--- src/include/irsets_pkg.sv ---
// constants, offsets and field layout of register sets three to five
package irsets_pkg;
    localparam int ADDR_W = 3;
    localparam int DATA_W = 8;
    localparam int TMR_W = 12;
    localparam int FLEN_W = 13;
    localparam int DIV_W = 16;
    localparam int HI_W = FLEN_W - DATA_W;
    localparam int THI_W = TMR_W - DATA_W;

    // register offsets inside a set
    localparam logic [ADDR_W-1:0] OFS_0 = 3'h0;
    localparam logic [ADDR_W-1:0] OFS_1 = 3'h1;
    localparam logic [ADDR_W-1:0] OFS_2 = 3'h2;
    localparam logic [ADDR_W-1:0] OFS_SEL = 3'h3;
    localparam logic [ADDR_W-1:0] OFS_4 = 3'h4;
    localparam logic [ADDR_W-1:0] OFS_5 = 3'h5;
    localparam logic [ADDR_W-1:0] OFS_6 = 3'h6;
    localparam logic [ADDR_W-1:0] OFS_7 = 3'h7;

    // selector codes, also what the selector reads back in each set
    localparam logic [DATA_W-1:0] SEL_SET3 = 8'he4;
    localparam logic [DATA_W-1:0] SEL_SET4 = 8'he8;
    localparam logic [DATA_W-1:0] SEL_SET5 = 8'hec;
    localparam logic [DATA_W-1:0] SEL_RESET = 8'he4;

    // arbitrary neutral version code
    localparam logic [DATA_W-1:0] VERSION_DEFAULT = 8'h5a;

    // mode-select fields
    localparam int MSL_EN_BIT = 0;
    localparam int MSL_TEST_BIT = 1;
    localparam int MSL_MODE_LO = 2;
    localparam int MODE_W = 2;
    localparam logic [MODE_W-1:0] MODE_LEGACY_IR = 2'h0;
    localparam logic [MODE_W-1:0] MODE_CONSUMER_IR = 2'h1;
    localparam logic [MODE_W-1:0] MODE_LEGACY_ASK = 2'h2;
    localparam logic [MODE_W-1:0] MODE_LEGACY_SIR = 2'h3;

    // set-five fields
    localparam int CFG1_AUTO_PACKET_BIT = 5;
    localparam int FCMD_ENABLE_BIT = 0;
    localparam int FCMD_BAUD_LOAD_BIT = 1;

    localparam logic [DATA_W-1:0] BYTE_ZERO = 8'h00;
    localparam logic [TMR_W-1:0] TMR_ZERO = 12'h000;
    localparam logic [TMR_W-1:0] TMR_ONE = 12'h001;
    localparam logic [FLEN_W-1:0] FLEN_ZERO = 13'h0000;
    localparam logic [FLEN_W-1:0] FLEN_ONE = 13'h0001;
    localparam logic [DIV_W-1:0] DIV_ZERO = 16'h0000;

    // millisecond tick
    localparam int CLK_PERIOD_NS = 25;
    localparam int TICK_PERIOD_NS = 1000000;
    localparam int TICK_CYCLES = TICK_PERIOD_NS / CLK_PERIOD_NS;
    localparam int PRE_W = 16;
endpackage

--- src/hdl/ir_uart_sets_timer_framelen.sv ---
// register sets three to five: version, mirrors, timer, frame lengths, flow divisor
//
// Decided for this implementation: the plain strobed port.
`timescale 1ns/1ps
module ir_uart_sets_timer_framelen #(
    parameter int TICK_CYCLES = irsets_pkg::TICK_CYCLES,
    parameter logic [irsets_pkg::DATA_W-1:0] VERSION_ID = irsets_pkg::VERSION_DEFAULT
) (
    input wire logic CLK,
    input wire logic SRST,
    input wire logic [irsets_pkg::ADDR_W-1:0] ADDR,
    input wire logic [irsets_pkg::DATA_W-1:0] WDATA,
    input wire logic WR,
    input wire logic RD,
    output logic [irsets_pkg::DATA_W-1:0] RDATA,
    input wire logic [irsets_pkg::DATA_W-1:0] MIRROR_CTRL,
    input wire logic [irsets_pkg::DATA_W-1:0] MIRROR_FIFO_CTRL,
    input wire logic [irsets_pkg::DATA_W-1:0] FS_QUEUE_BOTTOM,
    input wire logic [irsets_pkg::FLEN_W-1:0] RX_LEN_QUEUE,
    input wire logic TIMER_FLAG_CLR,
    input wire logic TX_BYTE_SENT,
    input wire logic TX_STREAM_END,
    input wire logic RX_START_FLAG,
    input wire logic RX_BYTE_IN,
    input wire logic FAST_MODE,
    output logic [irsets_pkg::DATA_W-1:0] BANK_SEL,
    output logic TIMER_IRQ_FLAG,
    output logic [irsets_pkg::MODE_W-1:0] IR_MODE,
    output logic AUTO_PACKET,
    output logic TX_FRAME_SPLIT,
    output logic RX_FIFO_WE,
    output logic MAX_LEN_EXCEEDED,
    output logic ADV_DIV_LOAD,
    output logic [irsets_pkg::DIV_W-1:0] ADV_DIV
);
    import irsets_pkg::*;

    typedef struct packed {
        logic [DATA_W-1:0] sel;
        logic [TMR_W-1:0] tmr_prog;
        logic [TMR_W-1:0] tmr_cnt;
        logic [MODE_W-1:0] mode;
        logic tmr_test;
        logic tmr_en;
        logic tmr_flag;
        logic [FLEN_W-1:0] tx_len;
        logic [FLEN_W-1:0] tx_rem;
        logic tx_split;
        logic [FLEN_W-1:0] rx_lim;
        logic [FLEN_W-1:0] rx_cnt;
        logic rx_exc;
        logic rx_we;
        logic [DIV_W-1:0] fdiv;
        logic [DATA_W-1:0] fcmd;
        logic [DATA_W-1:0] cfg1;
        logic fast_q;
        logic [DIV_W-1:0] adv_div;
        logic adv_load;
        logic [DATA_W-1:0] rdata;
    } regs_s;

    regs_s st_r;
    regs_s st_nxt;
    logic ms_tick;

    // true when the selector addresses the given set
    function automatic logic in_set(input logic [DATA_W-1:0] sel,
                                    input logic [DATA_W-1:0] code);
        in_set = (sel == code);
    endfunction

    // low and high byte view of a 13-bit length
    function automatic logic [DATA_W-1:0] len_byte(input logic [FLEN_W-1:0] v,
                                                   input logic hi);
        len_byte = hi ? {{(DATA_W-HI_W){1'b0}}, v[FLEN_W-1:DATA_W]} : v[DATA_W-1:0];
    endfunction

    ms_prescaler #(
        .CYCLES(TICK_CYCLES)
    ) u_pre (
        .clk(CLK),
        .srst(SRST),
        .tick(ms_tick)
    );

    logic s3;
    logic s4;
    logic s5;
    logic [TMR_W-1:0] tmr_view;
    logic automatic_packet_mode;

    assign s3 = in_set(st_r.sel, SEL_SET3);
    assign s4 = in_set(st_r.sel, SEL_SET4);
    assign s5 = in_set(st_r.sel, SEL_SET5);
    assign automatic_packet_mode = st_r.cfg1[CFG1_AUTO_PACKET_BIT];
    assign tmr_view = st_r.tmr_test ? st_r.tmr_prog : st_r.tmr_cnt;

    always_comb begin
        st_nxt = st_r;
        st_nxt.tx_split = 1'b0;
        st_nxt.rx_we = 1'b0;
        st_nxt.adv_load = 1'b0;
        st_nxt.rdata = BYTE_ZERO;
        st_nxt.fast_q = FAST_MODE;

        // register reads, data appears the next cycle
        if (RD) begin
            if (ADDR == OFS_SEL) begin
                if (s3) begin
                    st_nxt.rdata = SEL_SET3;
                end else if (s4) begin
                    st_nxt.rdata = SEL_SET4;
                end else if (s5) begin
                    st_nxt.rdata = SEL_SET5;
                end
            end else if (s3) begin
                case (ADDR)
                    OFS_0: st_nxt.rdata = VERSION_ID;
                    OFS_1: st_nxt.rdata = MIRROR_CTRL;
                    OFS_2: st_nxt.rdata = MIRROR_FIFO_CTRL;
                    default: st_nxt.rdata = BYTE_ZERO;
                endcase
            end else if (s4) begin
                case (ADDR)
                    OFS_0: st_nxt.rdata = tmr_view[DATA_W-1:0];
                    OFS_1: st_nxt.rdata = {{(DATA_W-THI_W){1'b0}},
                                           tmr_view[TMR_W-1:DATA_W]};
                    OFS_2: st_nxt.rdata = {{(DATA_W-MODE_W-2){1'b0}}, st_r.mode,
                                           st_r.tmr_test, st_r.tmr_en};
                    OFS_4: st_nxt.rdata = len_byte(st_r.tx_rem, 1'b0);
                    OFS_5: st_nxt.rdata = len_byte(st_r.tx_rem, 1'b1);
                    OFS_6: st_nxt.rdata = len_byte(st_r.rx_cnt, 1'b0);
                    OFS_7: st_nxt.rdata = len_byte(st_r.rx_cnt, 1'b1);
                    default: st_nxt.rdata = BYTE_ZERO;
                endcase
            end else if (s5) begin
                case (ADDR)
                    OFS_0: st_nxt.rdata = st_r.fdiv[DATA_W-1:0];
                    OFS_1: st_nxt.rdata = st_r.fdiv[DIV_W-1:DATA_W];
                    OFS_2: st_nxt.rdata = st_r.fcmd;
                    OFS_4: st_nxt.rdata = st_r.cfg1;
                    OFS_5: st_nxt.rdata = FS_QUEUE_BOTTOM;
                    OFS_6: st_nxt.rdata = len_byte(RX_LEN_QUEUE, 1'b0);
                    OFS_7: st_nxt.rdata = len_byte(RX_LEN_QUEUE, 1'b1);
                    default: st_nxt.rdata = BYTE_ZERO;
                endcase
            end
        end

        // timer: down-counter with reload
        if (st_r.tmr_en && ms_tick) begin
            if (st_r.tmr_cnt == TMR_ZERO) begin
                st_nxt.tmr_flag = 1'b1;
                st_nxt.tmr_cnt = st_r.tmr_prog;
            end else begin
                st_nxt.tmr_cnt = st_r.tmr_cnt - TMR_ONE;
            end
        end

        // transmit splitting
        if (TX_STREAM_END) begin
            st_nxt.tx_rem = st_r.tx_len;
        end else if (TX_BYTE_SENT && automatic_packet_mode && st_r.tx_len != FLEN_ZERO) begin
            if (st_r.tx_rem <= FLEN_ONE) begin
                st_nxt.tx_rem = st_r.tx_len;
                st_nxt.tx_split = 1'b1;
            end else begin
                st_nxt.tx_rem = st_r.tx_rem - FLEN_ONE;
            end
        end

        // receive length limit
        if (RX_START_FLAG) begin
            st_nxt.rx_cnt = FLEN_ZERO;
            st_nxt.rx_exc = 1'b0;
        end else if (RX_BYTE_IN && !st_r.rx_exc) begin
            if (st_r.rx_cnt >= st_r.rx_lim) begin
                st_nxt.rx_exc = 1'b1;
            end else begin
                st_nxt.rx_cnt = st_r.rx_cnt + FLEN_ONE;
                st_nxt.rx_we = 1'b1;
            end
        end

        // fast to serial change loads the divisor latch
        if (st_r.fast_q && !FAST_MODE && st_r.fcmd[FCMD_ENABLE_BIT]
            && st_r.fcmd[FCMD_BAUD_LOAD_BIT]) begin
            st_nxt.adv_div = st_r.fdiv;
            st_nxt.adv_load = 1'b1;
        end

        // register writes
        if (WR) begin
            if (ADDR == OFS_SEL) begin
                st_nxt.sel = WDATA;
            end else if (s4) begin
                case (ADDR)
                    OFS_0: st_nxt.tmr_prog[DATA_W-1:0] = WDATA;
                    OFS_1: st_nxt.tmr_prog[TMR_W-1:DATA_W] = WDATA[THI_W-1:0];
                    OFS_2: begin
                        st_nxt.mode = WDATA[MSL_MODE_LO +: MODE_W];
                        st_nxt.tmr_test = WDATA[MSL_TEST_BIT];
                        st_nxt.tmr_en = WDATA[MSL_EN_BIT];
                        if (WDATA[MSL_EN_BIT] && !st_r.tmr_en) begin
                            st_nxt.tmr_cnt = st_r.tmr_prog;
                        end
                    end
                    OFS_4: begin
                        st_nxt.tx_len[DATA_W-1:0] = WDATA;
                        st_nxt.tx_rem[DATA_W-1:0] = WDATA;
                    end
                    OFS_5: begin
                        st_nxt.tx_len[FLEN_W-1:DATA_W] = WDATA[HI_W-1:0];
                        st_nxt.tx_rem[FLEN_W-1:DATA_W] = WDATA[HI_W-1:0];
                    end
                    OFS_6: st_nxt.rx_lim[DATA_W-1:0] = WDATA;
                    OFS_7: st_nxt.rx_lim[FLEN_W-1:DATA_W] = WDATA[HI_W-1:0];
                    default: st_nxt.sel = st_r.sel;
                endcase
            end else if (s5) begin
                case (ADDR)
                    OFS_0: st_nxt.fdiv[DATA_W-1:0] = WDATA;
                    OFS_1: st_nxt.fdiv[DIV_W-1:DATA_W] = WDATA;
                    OFS_2: st_nxt.fcmd = WDATA;
                    OFS_4: st_nxt.cfg1 = WDATA;
                    default: st_nxt.sel = st_r.sel;
                endcase
            end
        end

        // owner clear loses against a same-cycle set
        if (TIMER_FLAG_CLR && !(st_r.tmr_en && ms_tick && st_r.tmr_cnt == TMR_ZERO)) begin
            st_nxt.tmr_flag = 1'b0;
        end
    end

    always_ff @(posedge CLK) begin
        if (SRST) begin
            st_r <= '0;
            st_r.sel <= SEL_RESET;
        end else begin
            st_r <= st_nxt;
        end
    end

    assign RDATA = st_r.rdata;
    assign BANK_SEL = st_r.sel;
    assign TIMER_IRQ_FLAG = st_r.tmr_flag;
    assign IR_MODE = st_r.mode;
    assign AUTO_PACKET = st_r.cfg1[CFG1_AUTO_PACKET_BIT];
    assign TX_FRAME_SPLIT = st_r.tx_split;
    assign RX_FIFO_WE = st_r.rx_we;
    assign MAX_LEN_EXCEEDED = st_r.rx_exc;
    assign ADV_DIV_LOAD = st_r.adv_load;
    assign ADV_DIV = st_r.adv_div;
endmodule

--- src/hdl/ms_prescaler.sv ---
// fixed prescaler giving a one-cycle millisecond tick
`timescale 1ns/1ps
module ms_prescaler #(
    parameter int CYCLES = irsets_pkg::TICK_CYCLES
) (
    input wire logic clk,
    input wire logic srst,
    output logic tick
);
    import irsets_pkg::*;

    typedef struct packed {
        logic [PRE_W-1:0] cnt;
        logic tick;
    } pre_s;

    localparam logic [PRE_W-1:0] LAST = PRE_W'(CYCLES - 1);

    pre_s st_r;
    pre_s st_nxt;

    always_comb begin
        st_nxt = st_r;
        st_nxt.tick = 1'b0;
        if (st_r.cnt == LAST) begin
            st_nxt.cnt = '0;
            st_nxt.tick = 1'b1;
        end else begin
            st_nxt.cnt = st_r.cnt + PRE_W'(1);
        end
    end

    always_ff @(posedge clk) begin
        if (srst) begin
            st_r <= '0;
        end else begin
            st_r <= st_nxt;
        end
    end

    assign tick = st_r.tick;
endmodule

--- config.mk ---
export PLATFORM = sky130hd
export DESIGN_NAME = ir_uart_sets_timer_framelen
export DESIGN_NICKNAME = d
export VERILOG_FILES = /design/src/include/irsets_pkg.sv /design/src/hdl/ir_uart_sets_timer_framelen.sv /design/src/hdl/ms_prescaler.sv
export SDC_FILE = /design/constraint.sdc
export NUM_CORES = 1
export LEC_CHECK = 0
export BUFFER_PORTS_ARGS = -buffer_cell sky130_fd_sc_hd__buf_2
export CAP_MARGIN = 20
export CELL_PAD_IN_SITES_DETAIL_PLACEMENT = 1
export CELL_PAD_IN_SITES_GLOBAL_PLACEMENT = 1
export CORE_MARGIN = 2
export CORE_UTILIZATION = 40
export DETAILED_ROUTE_END_ITERATION = 12
export PLACE_DENSITY = 0.79
export SYNTH_ARGS = -nofsm -noshare
export SYNTH_HDL_FRONTEND = slang
export SYNTH_HIERARCHICAL = 1
export SYNTH_SLANG_ARGS = --single-unit
--- constraint.sdc ---
create_clock -name CLK -period 3.3 [get_ports CLK]
set_input_delay 0.66 -clock CLK [delete_from_list [all_inputs] [get_ports CLK]]
set_output_delay 0.66 -clock CLK [all_outputs]
set_load 0.02 [all_outputs]
==> results of run 1 <==
-- metrics by stage --
stage	setup WS, ns	instances	area, um^2
floorplan	0.849	1087	9020
global placement	0.694	1379	9460
detailed placement	0.658	1379	9460
CTS	0.639	1411	10100
global route	0.463	1411	10100
finish	0.605	1411	10100
-- kinds of logic (layout without fill, tap and decap cells) --
kind of cell | Yosys count | count (layout)
DFF | 167 | 167
buffers and inverters | 136 | 180
xor gates and xnor gates | 30 | 30
and+or+nand+nor | 436 | 436
adders and majority gates | 19 | 19
muxes | 90 | 90
AOI/OAI and AO/OA | 209 | 209
-- critical path, stage by stage, from the launching register on --
cell	delay, ns
sky130_fd_sc_hd__dfxtp_1	0.34
sky130_fd_sc_hd__inv_1	0.14
sky130_fd_sc_hd__ha_1	0.18
sky130_fd_sc_hd__or4b_2	0.60
sky130_fd_sc_hd__nor3_1	0.39
sky130_fd_sc_hd__nand2_1	0.18
sky130_fd_sc_hd__and2_1	0.41
sky130_fd_sc_hd__nor2_1	0.23
sky130_fd_sc_hd__a211oi_2	0.06
-- routing by layer --
metal,track usage (%),up-vias
li1,-,3856
met1,30.2,3864
met2,40.0,191
met3,3.98,40
met4,6.99,0
met5,0,-
-- report_power, final --
| group | internal [mW] | switching [mW] |
|---|---|---|
| Combinational | 0.120 | 0.231 |
| Sequential | 2.03 | 0.0106 |
| Clock | 1.10 | 0.956 |
-- sequential cells by signal (all words and copies together), names as in the netlist --
register	count
AUTO_PACKET	1
ADV_DIV_LOAD	1
MAX_LEN_EXCEEDED	1
st_r	110
BANK_SEL	8
TIMER_IRQ_FLAG	1
TX_FRAME_SPLIT	1
u_pre/st_r	16
u_pre/tick	1
RX_FIFO_WE	1
RDATA	8
IR_MODE	2
ADV_DIV	16
-- cell usage after synthesis (6+ instances only) --
master,number
sky130_fd_sc_hd__dfxtp_1,167
sky130_fd_sc_hd__nor2_1,138
sky130_fd_sc_hd__nand2_1,133
sky130_fd_sc_hd__a21oi_1,97
sky130_fd_sc_hd__mux2i_1,70
sky130_fd_sc_hd__clkbuf_1,57
sky130_fd_sc_hd__buf_4,34
sky130_fd_sc_hd__inv_1,31
sky130_fd_sc_hd__nand3_1,30
sky130_fd_sc_hd__o21ai_0,29
sky130_fd_sc_hd__nor3_1,21
sky130_fd_sc_hd__xnor2_1,21
sky130_fd_sc_hd__ha_1,19
sky130_fd_sc_hd__nor4_1,18
sky130_fd_sc_hd__and3_1,14
sky130_fd_sc_hd__nand4_1,12
sky130_fd_sc_hd__a211oi_1,10
sky130_fd_sc_hd__mux2_2,10
sky130_fd_sc_hd__mux4_2,10
sky130_fd_sc_hd__buf_2,9
sky130_fd_sc_hd__nand2b_1,9
sky130_fd_sc_hd__xor2_1,9
sky130_fd_sc_hd__a211oi_2,7
sky130_fd_sc_hd__and2_1,7
sky130_fd_sc_hd__nand3b_1,7
sky130_fd_sc_hd__nor2b_1,7
sky130_fd_sc_hd__a22oi_1,6
sky130_fd_sc_hd__a31oi_1,6
sky130_fd_sc_hd__o22ai_1,6
-- path summary, 6_finish.rpt --
kind                            depth (start not counted)                     from  slack (ns)                       to
worst min register to register                          2  ADV_DIV[6]$_SDFFE_PP0P_        0.45  ADV_DIV[6]$_SDFFE_PP0P_
worst max register to register                          8     st_r[118]$_SDFF_PP0_        0.61     st_r[128]$_SDFF_PP0_
worst max-delay path                                    8     st_r[118]$_SDFF_PP0_        0.61     st_r[128]$_SDFF_PP0_
worst min-delay path                                    2  ADV_DIV[6]$_SDFFE_PP0P_        0.45  ADV_DIV[6]$_SDFFE_PP0P_
-- layout by cell type, fill, tap and decap left out, types with 4 or more instances in the layout --
master and instances:
sky130_fd_sc_hd__dfxtp_1 167, sky130_fd_sc_hd__nor2_1 138, sky130_fd_sc_hd__nand2_1 133, sky130_fd_sc_hd__a21oi_1 97
sky130_fd_sc_hd__buf_2 96, sky130_fd_sc_hd__mux2i_1 70, sky130_fd_sc_hd__inv_1 31, sky130_fd_sc_hd__nand3_1 30
sky130_fd_sc_hd__o21ai_0 29, sky130_fd_sc_hd__nor3_1 21, sky130_fd_sc_hd__xnor2_1 21, sky130_fd_sc_hd__buf_4 20
sky130_fd_sc_hd__ha_1 19, sky130_fd_sc_hd__nor4_1 18, sky130_fd_sc_hd__clkbuf_16 17, sky130_fd_sc_hd__and3_1 14
sky130_fd_sc_hd__nand4_1 12, sky130_fd_sc_hd__a211oi_1 10, sky130_fd_sc_hd__mux2_2 10, sky130_fd_sc_hd__mux4_2 10
sky130_fd_sc_hd__nand2b_1 9, sky130_fd_sc_hd__xor2_1 9, sky130_fd_sc_hd__nand3b_1 7, sky130_fd_sc_hd__and2_1 7
sky130_fd_sc_hd__nor2b_1 7, sky130_fd_sc_hd__a211oi_2 7, sky130_fd_sc_hd__a31oi_1 6, sky130_fd_sc_hd__o22ai_1 6
sky130_fd_sc_hd__a22oi_1 6, sky130_fd_sc_hd__or4_1 5, sky130_fd_sc_hd__or3_1 5, sky130_fd_sc_hd__o21a_1 5
sky130_fd_sc_hd__or2_2 4, sky130_fd_sc_hd__and4_1 4, sky130_fd_sc_hd__a21o_1 4, sky130_fd_sc_hd__nor3b_1 4
sky130_fd_sc_hd__inv_8 4, sky130_fd_sc_hd__inv_6 4
-- area by class of cell --
type | count | area [um^2]
Multi-Input combinational cell | 784 | 5000
Tap cell | 280 | 350
Fill cell | 2629 | 11900
Clock inverter | 14 | 158
Timing Repair Buffer | 117 | 651
Clock buffer | 18 | 439
Inverter | 31 | 116
Sequential cell | 167 | 3340
==> parameters.txt, run 1 <==
Parameter                              Value

Synth
  Number of enable-type register cells in the synthesized netlist    0
  Xor/xnor share of the synthesized area    2.91%
  Post-Synthesis Cell Area    9020 um^2
  Synthesized-area fraction occupied by adder cells    under 10%
  Post-synth top flop    sky130_fd_sc_hd__dfxtp_1
  Ranking of synthesized cells by area    sky130_fd_sc_hd__dfxtp_1 (37%), sky130_fd_sc_hd__mux2i_1 (7.8%), sky130_fd_sc_hd__nor2_1 (5.7%)
  Mapped Avg Cell Area    8.30 um^2
  Dominant combinational cell family by area after synthesis    simple AND/OR/NAND/NOR gates
  Share of synthesized cell area in and, or, nand and nor gates    23.6%
  Share of the synthesized area in compound gates (AO/OA/AOI/OAI)    14.8%
  Number of distinct library cells after synthesis    76
  Most area-hungry cell type in the Yosys netlist    sky130_fd_sc_hd__dfxtp_1
  Yosys warnings    6
  Syn_nets    1,164
  Fraction of synthesized area in multiplexers    a little under an eighth
  Fraction of post-synthesis cell area in the top cell type by area    a little under two fifths
  Post-synthesis sequential element count    167
  Async SR Flop Fraction    0%
  Cells after synthesis    1,087
  Sequential area share after synthesis    about 37%

Routing
  Number of violations reported at the end of detailed-routing iteration 0    around 530
  Uppermost metal layer occupied by signal nets    met4
  Number of antenna-violating nets in the routed design    0
  Routed length on met2    13,300 um
  First-pass DRT Iterations    5
  Post-DR wirelength/cell    19.6 um
  Detail-routed via count per cell    5.64
  Wire length on met1    12,600 um
  Via count    7,951
  Routed Wire Length    27,700 um
  DR DRC count    0
  Met3 Wirelength    1290 um

Timing
  Fin crit period    2.69 ns
  Number of slew-limit violations in the final report    0
  Achievable frequency    371 MHz
  Part of the cycle the worst path needs    81.7%
  Worst Hold Margin    0.454 ns
  Total negative slack for setup checks    0 ns
  Final Hold Violating Endpoints    0
  Number of setup violations in the final report    0
  Relative slew slack    between 40 and 50%
  Slew at the pin closest to its max-slew limit    around 0.8 ns
  Post-Route Skew    0.00815 ns
  Setup repair after global routing missed its margin    no

Critical path
  Endpoint arrival time on the critical path    2.99 ns
  Critical path class    reg -> reg
  Data required time of the worst path    3.60 ns
  Element type at the critical path start    flop
  Max FO, Critical Path    15
  Kind of end point of the critical path    flop

Outcome
  Status    completed

GRT
  Maximum number of pins on one net before global-route repair    79
  Combined global-route utilization of all metal layers    23.3%
  GR Overflow Total    0
  Via count of the first global-routing pass    7,937
  Antenna violations before repair    0
  Wire length of the first global-routing pass    43,900 um

Cells and area
  Utilization after layout    45.8%
  Net total in the final layout    1,195
  Fraction of final layout cells sized beyond drive strength 1    approximately 17%
  Synthesis-to-layout area growth    11.5%
  Inserted Diodes    0

Floorplanning
  I/O Pins    98
  Core ar.    22,000 um^2
  Effective utilization at floorplan    between 40% and 50%
  Die Span X    154 um
  Die extent in y    154 um
  Placement Rows    54
  Area enclosed by the die boundary    23,800 um^2

Placement
  HPWL after DPL    19,500 um
  Final estimated routing congestion in global placement    0.907
  Count of input and output buffers    97

Clock network
  Total setup buffers inserted after CTS    0
  Number of clock sinks    167
  CTS H-tree depth    4
  Cells resized by post-CTS repair    0
  Post-CTS Hold Buffers    0
  Master cell of the clock root buffer    sky130_fd_sc_hd__clkbuf_16
  Clock tree from TritonCTS    done
  Total clock buffers created by CTS    17
  Clock-pin slew on the worst setup and hold paths    0.07 ns
  Buffer depth of the longest clock path    2
  Clock latency on the worst-skew pair    0.44 ns

Pwr
  Final total power    4.44 mW
  Leakage Power    3.92 nW
  Total power per unit cell area    442 nW/um^2
  Largest voltage drop on the vdd net    roughly 0.20 mV

Min path
  Class of the tightest hold or removal check    reg -> reg

Job
  MaxCap Viol Count    0
(Power assumes the default switching activity.)
==> run 2, diff against run 1 <==
--- a/config.mk
+++ b/config.mk
@@ -12,7 +12,7 @@
 export CORE_MARGIN = 2
 export CORE_UTILIZATION = 40
 export DETAILED_ROUTE_END_ITERATION = 12
-export PLACE_DENSITY = 0.79
+export PLACE_DENSITY = 0.82
 export SYNTH_ARGS = -nofsm -noshare
 export SYNTH_HDL_FRONTEND = slang
 export SYNTH_HIERARCHICAL = 1
==> constraint.sdc (replaced) <==
create_clock -name CLK -period 2.45 [get_ports CLK]
set_input_delay 0.49 -clock CLK [delete_from_list [all_inputs] [get_ports CLK]]
set_output_delay 0.49 -clock CLK [all_outputs]
set_load 0.02 [all_outputs]
==> run 2 against run 1 <==
  * Core utilization rose by 1.5 points
  * Hold slack got worse by 0.15 ns
  * Critical path depth fell by 2
  * Global-route usage rose by 1.3 points
  * Via count rose by 5.1%
  * Register-to-register slack got worse by 0.47 ns
  * Worst setup slack got worse by 0.47 ns
  * Total power rose by 34%
  * Design area rose by 3.2%
  * Die area did not move
  * Largest power group is now registers
==> parameters.txt, run 2 (same netlist as run 1, synthesis figures left out) <==
Parameter                              Value

Outcome
  Status    completed

Cells and area
  Register ranked first by flip-flop count    st_r
  Area used by multi-input combinational logic    5010 um^2 (+0.23%)
  Utilization after layout    47.3% (+1.5 points)
  Commonest cells after routing, fill and taps aside    sky130_fd_sc_hd__dfxtp_1 (167), sky130_fd_sc_hd__nor2_1 (138), sky130_fd_sc_hd__nand2_1 (131), sky130_fd_sc_hd__a21oi_1 (97), sky130_fd_sc_hd__buf_2 (96)
  Cell Count, Final, Fillers Out    1,452 (+2.9%)
  Synthesis-to-layout area growth    15.1%
  Fraction of final layout cells sized beyond drive strength 1    20.6% (+3.2 points)
  Net total in the final layout    1,235 (+3.3%)
  Most common cell after layout, fill and taps aside    sky130_fd_sc_hd__dfxtp_1
  Flip-flop count of the largest register after layout    110 (unchanged)
  Number of fill cells    2,624 (-0.19%)
  Sequential cell area    3340 um^2 (unchanged)

Min path
  Endpoint, Worst Hold    st_r[25]$_SDFF_PP0_
  Class of the tightest hold or removal check    in -> reg
  Worst Hold Launch    FAST_MODE
  Count of cells along the worst hold path    2 (unchanged)

Critical path
  Kind of end point of the critical path    flop
  Slowest cell on the critical path    sky130_fd_sc_hd__or4_1
  Startpoint of the most critical setup path    st_r[123]$_SDFF_PP0_
  Element type at the critical path start    flop
  Endpoint arrival time on the critical path    2.62 ns (-0.37 ns)
  CP Cell Sequence    or4_1, or2_1, nor4_1, mux2_2, a22oi_1, nor2_1
  Path depth of the worst reg2reg path    6 (-2)
  Worst R2R Start    st_r[123]$_SDFF_PP0_
  Minimum setup slack among reg-to-reg paths    0.13 ns (-0.47 ns)
  Critical Path Max Stage Delay    0.56 ns (-0.04 ns)
  Data required time of the worst path    2.76 ns (-0.84 ns)
  Max FO, Critical Path    6 (-9)
  Critical path class    reg -> reg
  Endpoint of the lowest-slack register-to-register path    st_r[129]$_SDFF_PP0_

Timing
  Achievable frequency    432 MHz (+16%)
  Fin crit period    2.32 ns (-0.380 ns)
  Total negative slack for setup checks    0 ns (unchanged)
  Number of slew-limit violations in the final report    0 (unchanged)
  Relative slew slack    58.0% (+11 points)
  Final Hold Violating Endpoints    0 (unchanged)
  Post-Route Skew    0.0101 ns (+0.00191 ns)
  Slew at the pin closest to its max-slew limit    0.629 ns (-0.151 ns)
  Number of setup violations in the final report    0 (unchanged)
  Part of the cycle the worst path needs    94.5% (+13 points)

Placement
  Placed Cells    1,419 (+2.9%)
  Count of input and output buffers    97 (unchanged)
  Final estimated routing congestion in global placement    0.900 (-0.77%)
  HPWL after DPL    20,600 um (+5.6%)

Routing
  Via count    8,360 (+5.1%)
  Number of violations reported at the end of detailed-routing iteration 0    830 (+56%)
  Detail-routed via count per cell    5.76 (+2.2%)
  Number of antenna-violating nets in the routed design    0 (unchanged)
  DR DRC count    0 (unchanged)
  First-pass DRT Iterations    5 (unchanged)
  Routed Wire Length    29,100 um (+5.1%)
  Post-DR wirelength/cell    20.1 um (+2.2%)

GRT
  Wire length of the first global-routing pass    46,200 um (+5.2%)
  Antenna violations before repair    0 (unchanged)
  Combined global-route utilization of all metal layers    24.6% (+1.3 points)
  GR Overflow Total    0 (unchanged)
  Via count of the first global-routing pass    8,439 (+6.3%)
  Maximum number of pins on one net before global-route repair    55 (-30%)

Clock network
  Master cell of the clock root buffer    sky130_fd_sc_hd__clkbuf_16
  Number of clock sinks    167 (unchanged)
  Total clock buffers created by CTS    17 (unchanged)
  Clock tree from TritonCTS    done
  Clock-pin slew on the worst setup and hold paths    0.07 ns (about the same)
  Post-CTS Hold Buffers    0 (unchanged)
  Buffer depth of the longest clock path    2 (unchanged)
  Cells resized by post-CTS repair    0 (unchanged)
  CTS H-tree depth    4 (unchanged)
  Clock latency on the worst-skew pair    0.45 ns (about the same)
  Total setup buffers inserted after CTS    0 (unchanged)

Pwr
  Total power per unit cell area    575 nW/um^2 (+30%)
  Proportion of power drawn by the clock network    45.6% (-0.6 points)
  Sequential cell fraction of total power    45.9% (about the same)
  Final total power    5.97 mW (+34%)
  Leakage Power    4.13 nW (+5.5%)
  Comb power frac    8.5% (+0.6 points)
  Switching power    1.61 mW (+35%)
  Total internal power    4.36 mW (+34%)
  Largest voltage drop on the vdd net    0.432 mV (+110%)
  Switching power share of the total    27.0% (about the same)

Floorplanning
  Die Span X    154 um (unchanged)
  Die extent in y    154 um (unchanged)
  Core ar.    22,000 um^2 (unchanged)
  I/O Pins    98 (unchanged)
  Area enclosed by the die boundary    23,800 um^2 (unchanged)
  Effective utilization at floorplan    41.1% (unchanged)
  Placement Rows    54 (unchanged)

Job
  MaxCap Viol Count    0 (unchanged)
-- run 2: per-stage QoR --
step,setup WS [ns],instance area (um^2),hold slack [ns]
2_1_floorplan,0.159,9020,0.429
3_3_place_gp,0.167,9790,0.444
3_5_place_dp,0.0626,9790,0.448
4_1_cts,0.0477,10400,0.303
5_1_grt,-0.00388,10400,0.306
6_report,0.135,10400,0.306
-- run 2: layer usage --
metal	global-route usage [%]	up-vias	share of wire [%]
li1	-	3926	-
met1	32.0	4082	44
met2	40.4	301	47
met3	4.79	51	6.1
met4	9.61	0	2.7
met5	0	-	0
-- run 2: critical path: cells and delay by family, from the launching register on --
kind	cells	cell delay [ns]
DFF	1	0.35
AOI/OAI and AO/OA	1	0.21
muxes	1	0.38
and+or+nand+nor	4	1.23
-- run 2: area by class of cell --
type | count | area share, %
clock buffers | 17 | 4.10
diodes | 1 | 0.0241
inverters | 31 | 1.12
clock inverters | 15 | 1.52
well taps | 280 | 3.37
flip-flops and latches | 167 | 32.2
multi-input cells | 784 | 48.3
repair buffers | 157 | 9.40
-- run 2: power by group through the flow --
stage / Sequential [mW] / Clock, mW / Combinational [mW]
floorplan: 2.80 / 0 / 0.301
global placement: 2.80 / 0 / 0.483
detailed placement: 2.80 / 0 / 0.493
CTS: 2.74 / 2.77 / 0.498
global route: 2.74 / 2.89 / 0.541
finish: 2.74 / 2.72 / 0.506
-- run 2: how the worst max path moves through the flow --
| stage | to | slack [ns] | cells past startpoint |
|---|---|---|---|
| final | st_r[129]$_SDFF_PP0_ | 0.13 | 6 |
| after global routing | st_r[127]$_SDFF_PP0_ | -0.004 | 9 |
| after CTS | st_r[121]$_SDFF_PP0_ | 0.05 | 8 |
| after detailed placement | st_r[123]$_SDFF_PP0_ | 0.06 | 8 |
| after global placement | st_r[127]$_SDFF_PP0_ | 0.17 | 8 |
| after floorplan | st_r[69]$_SDFFE_PP0P_ | 0.16 | 8 |
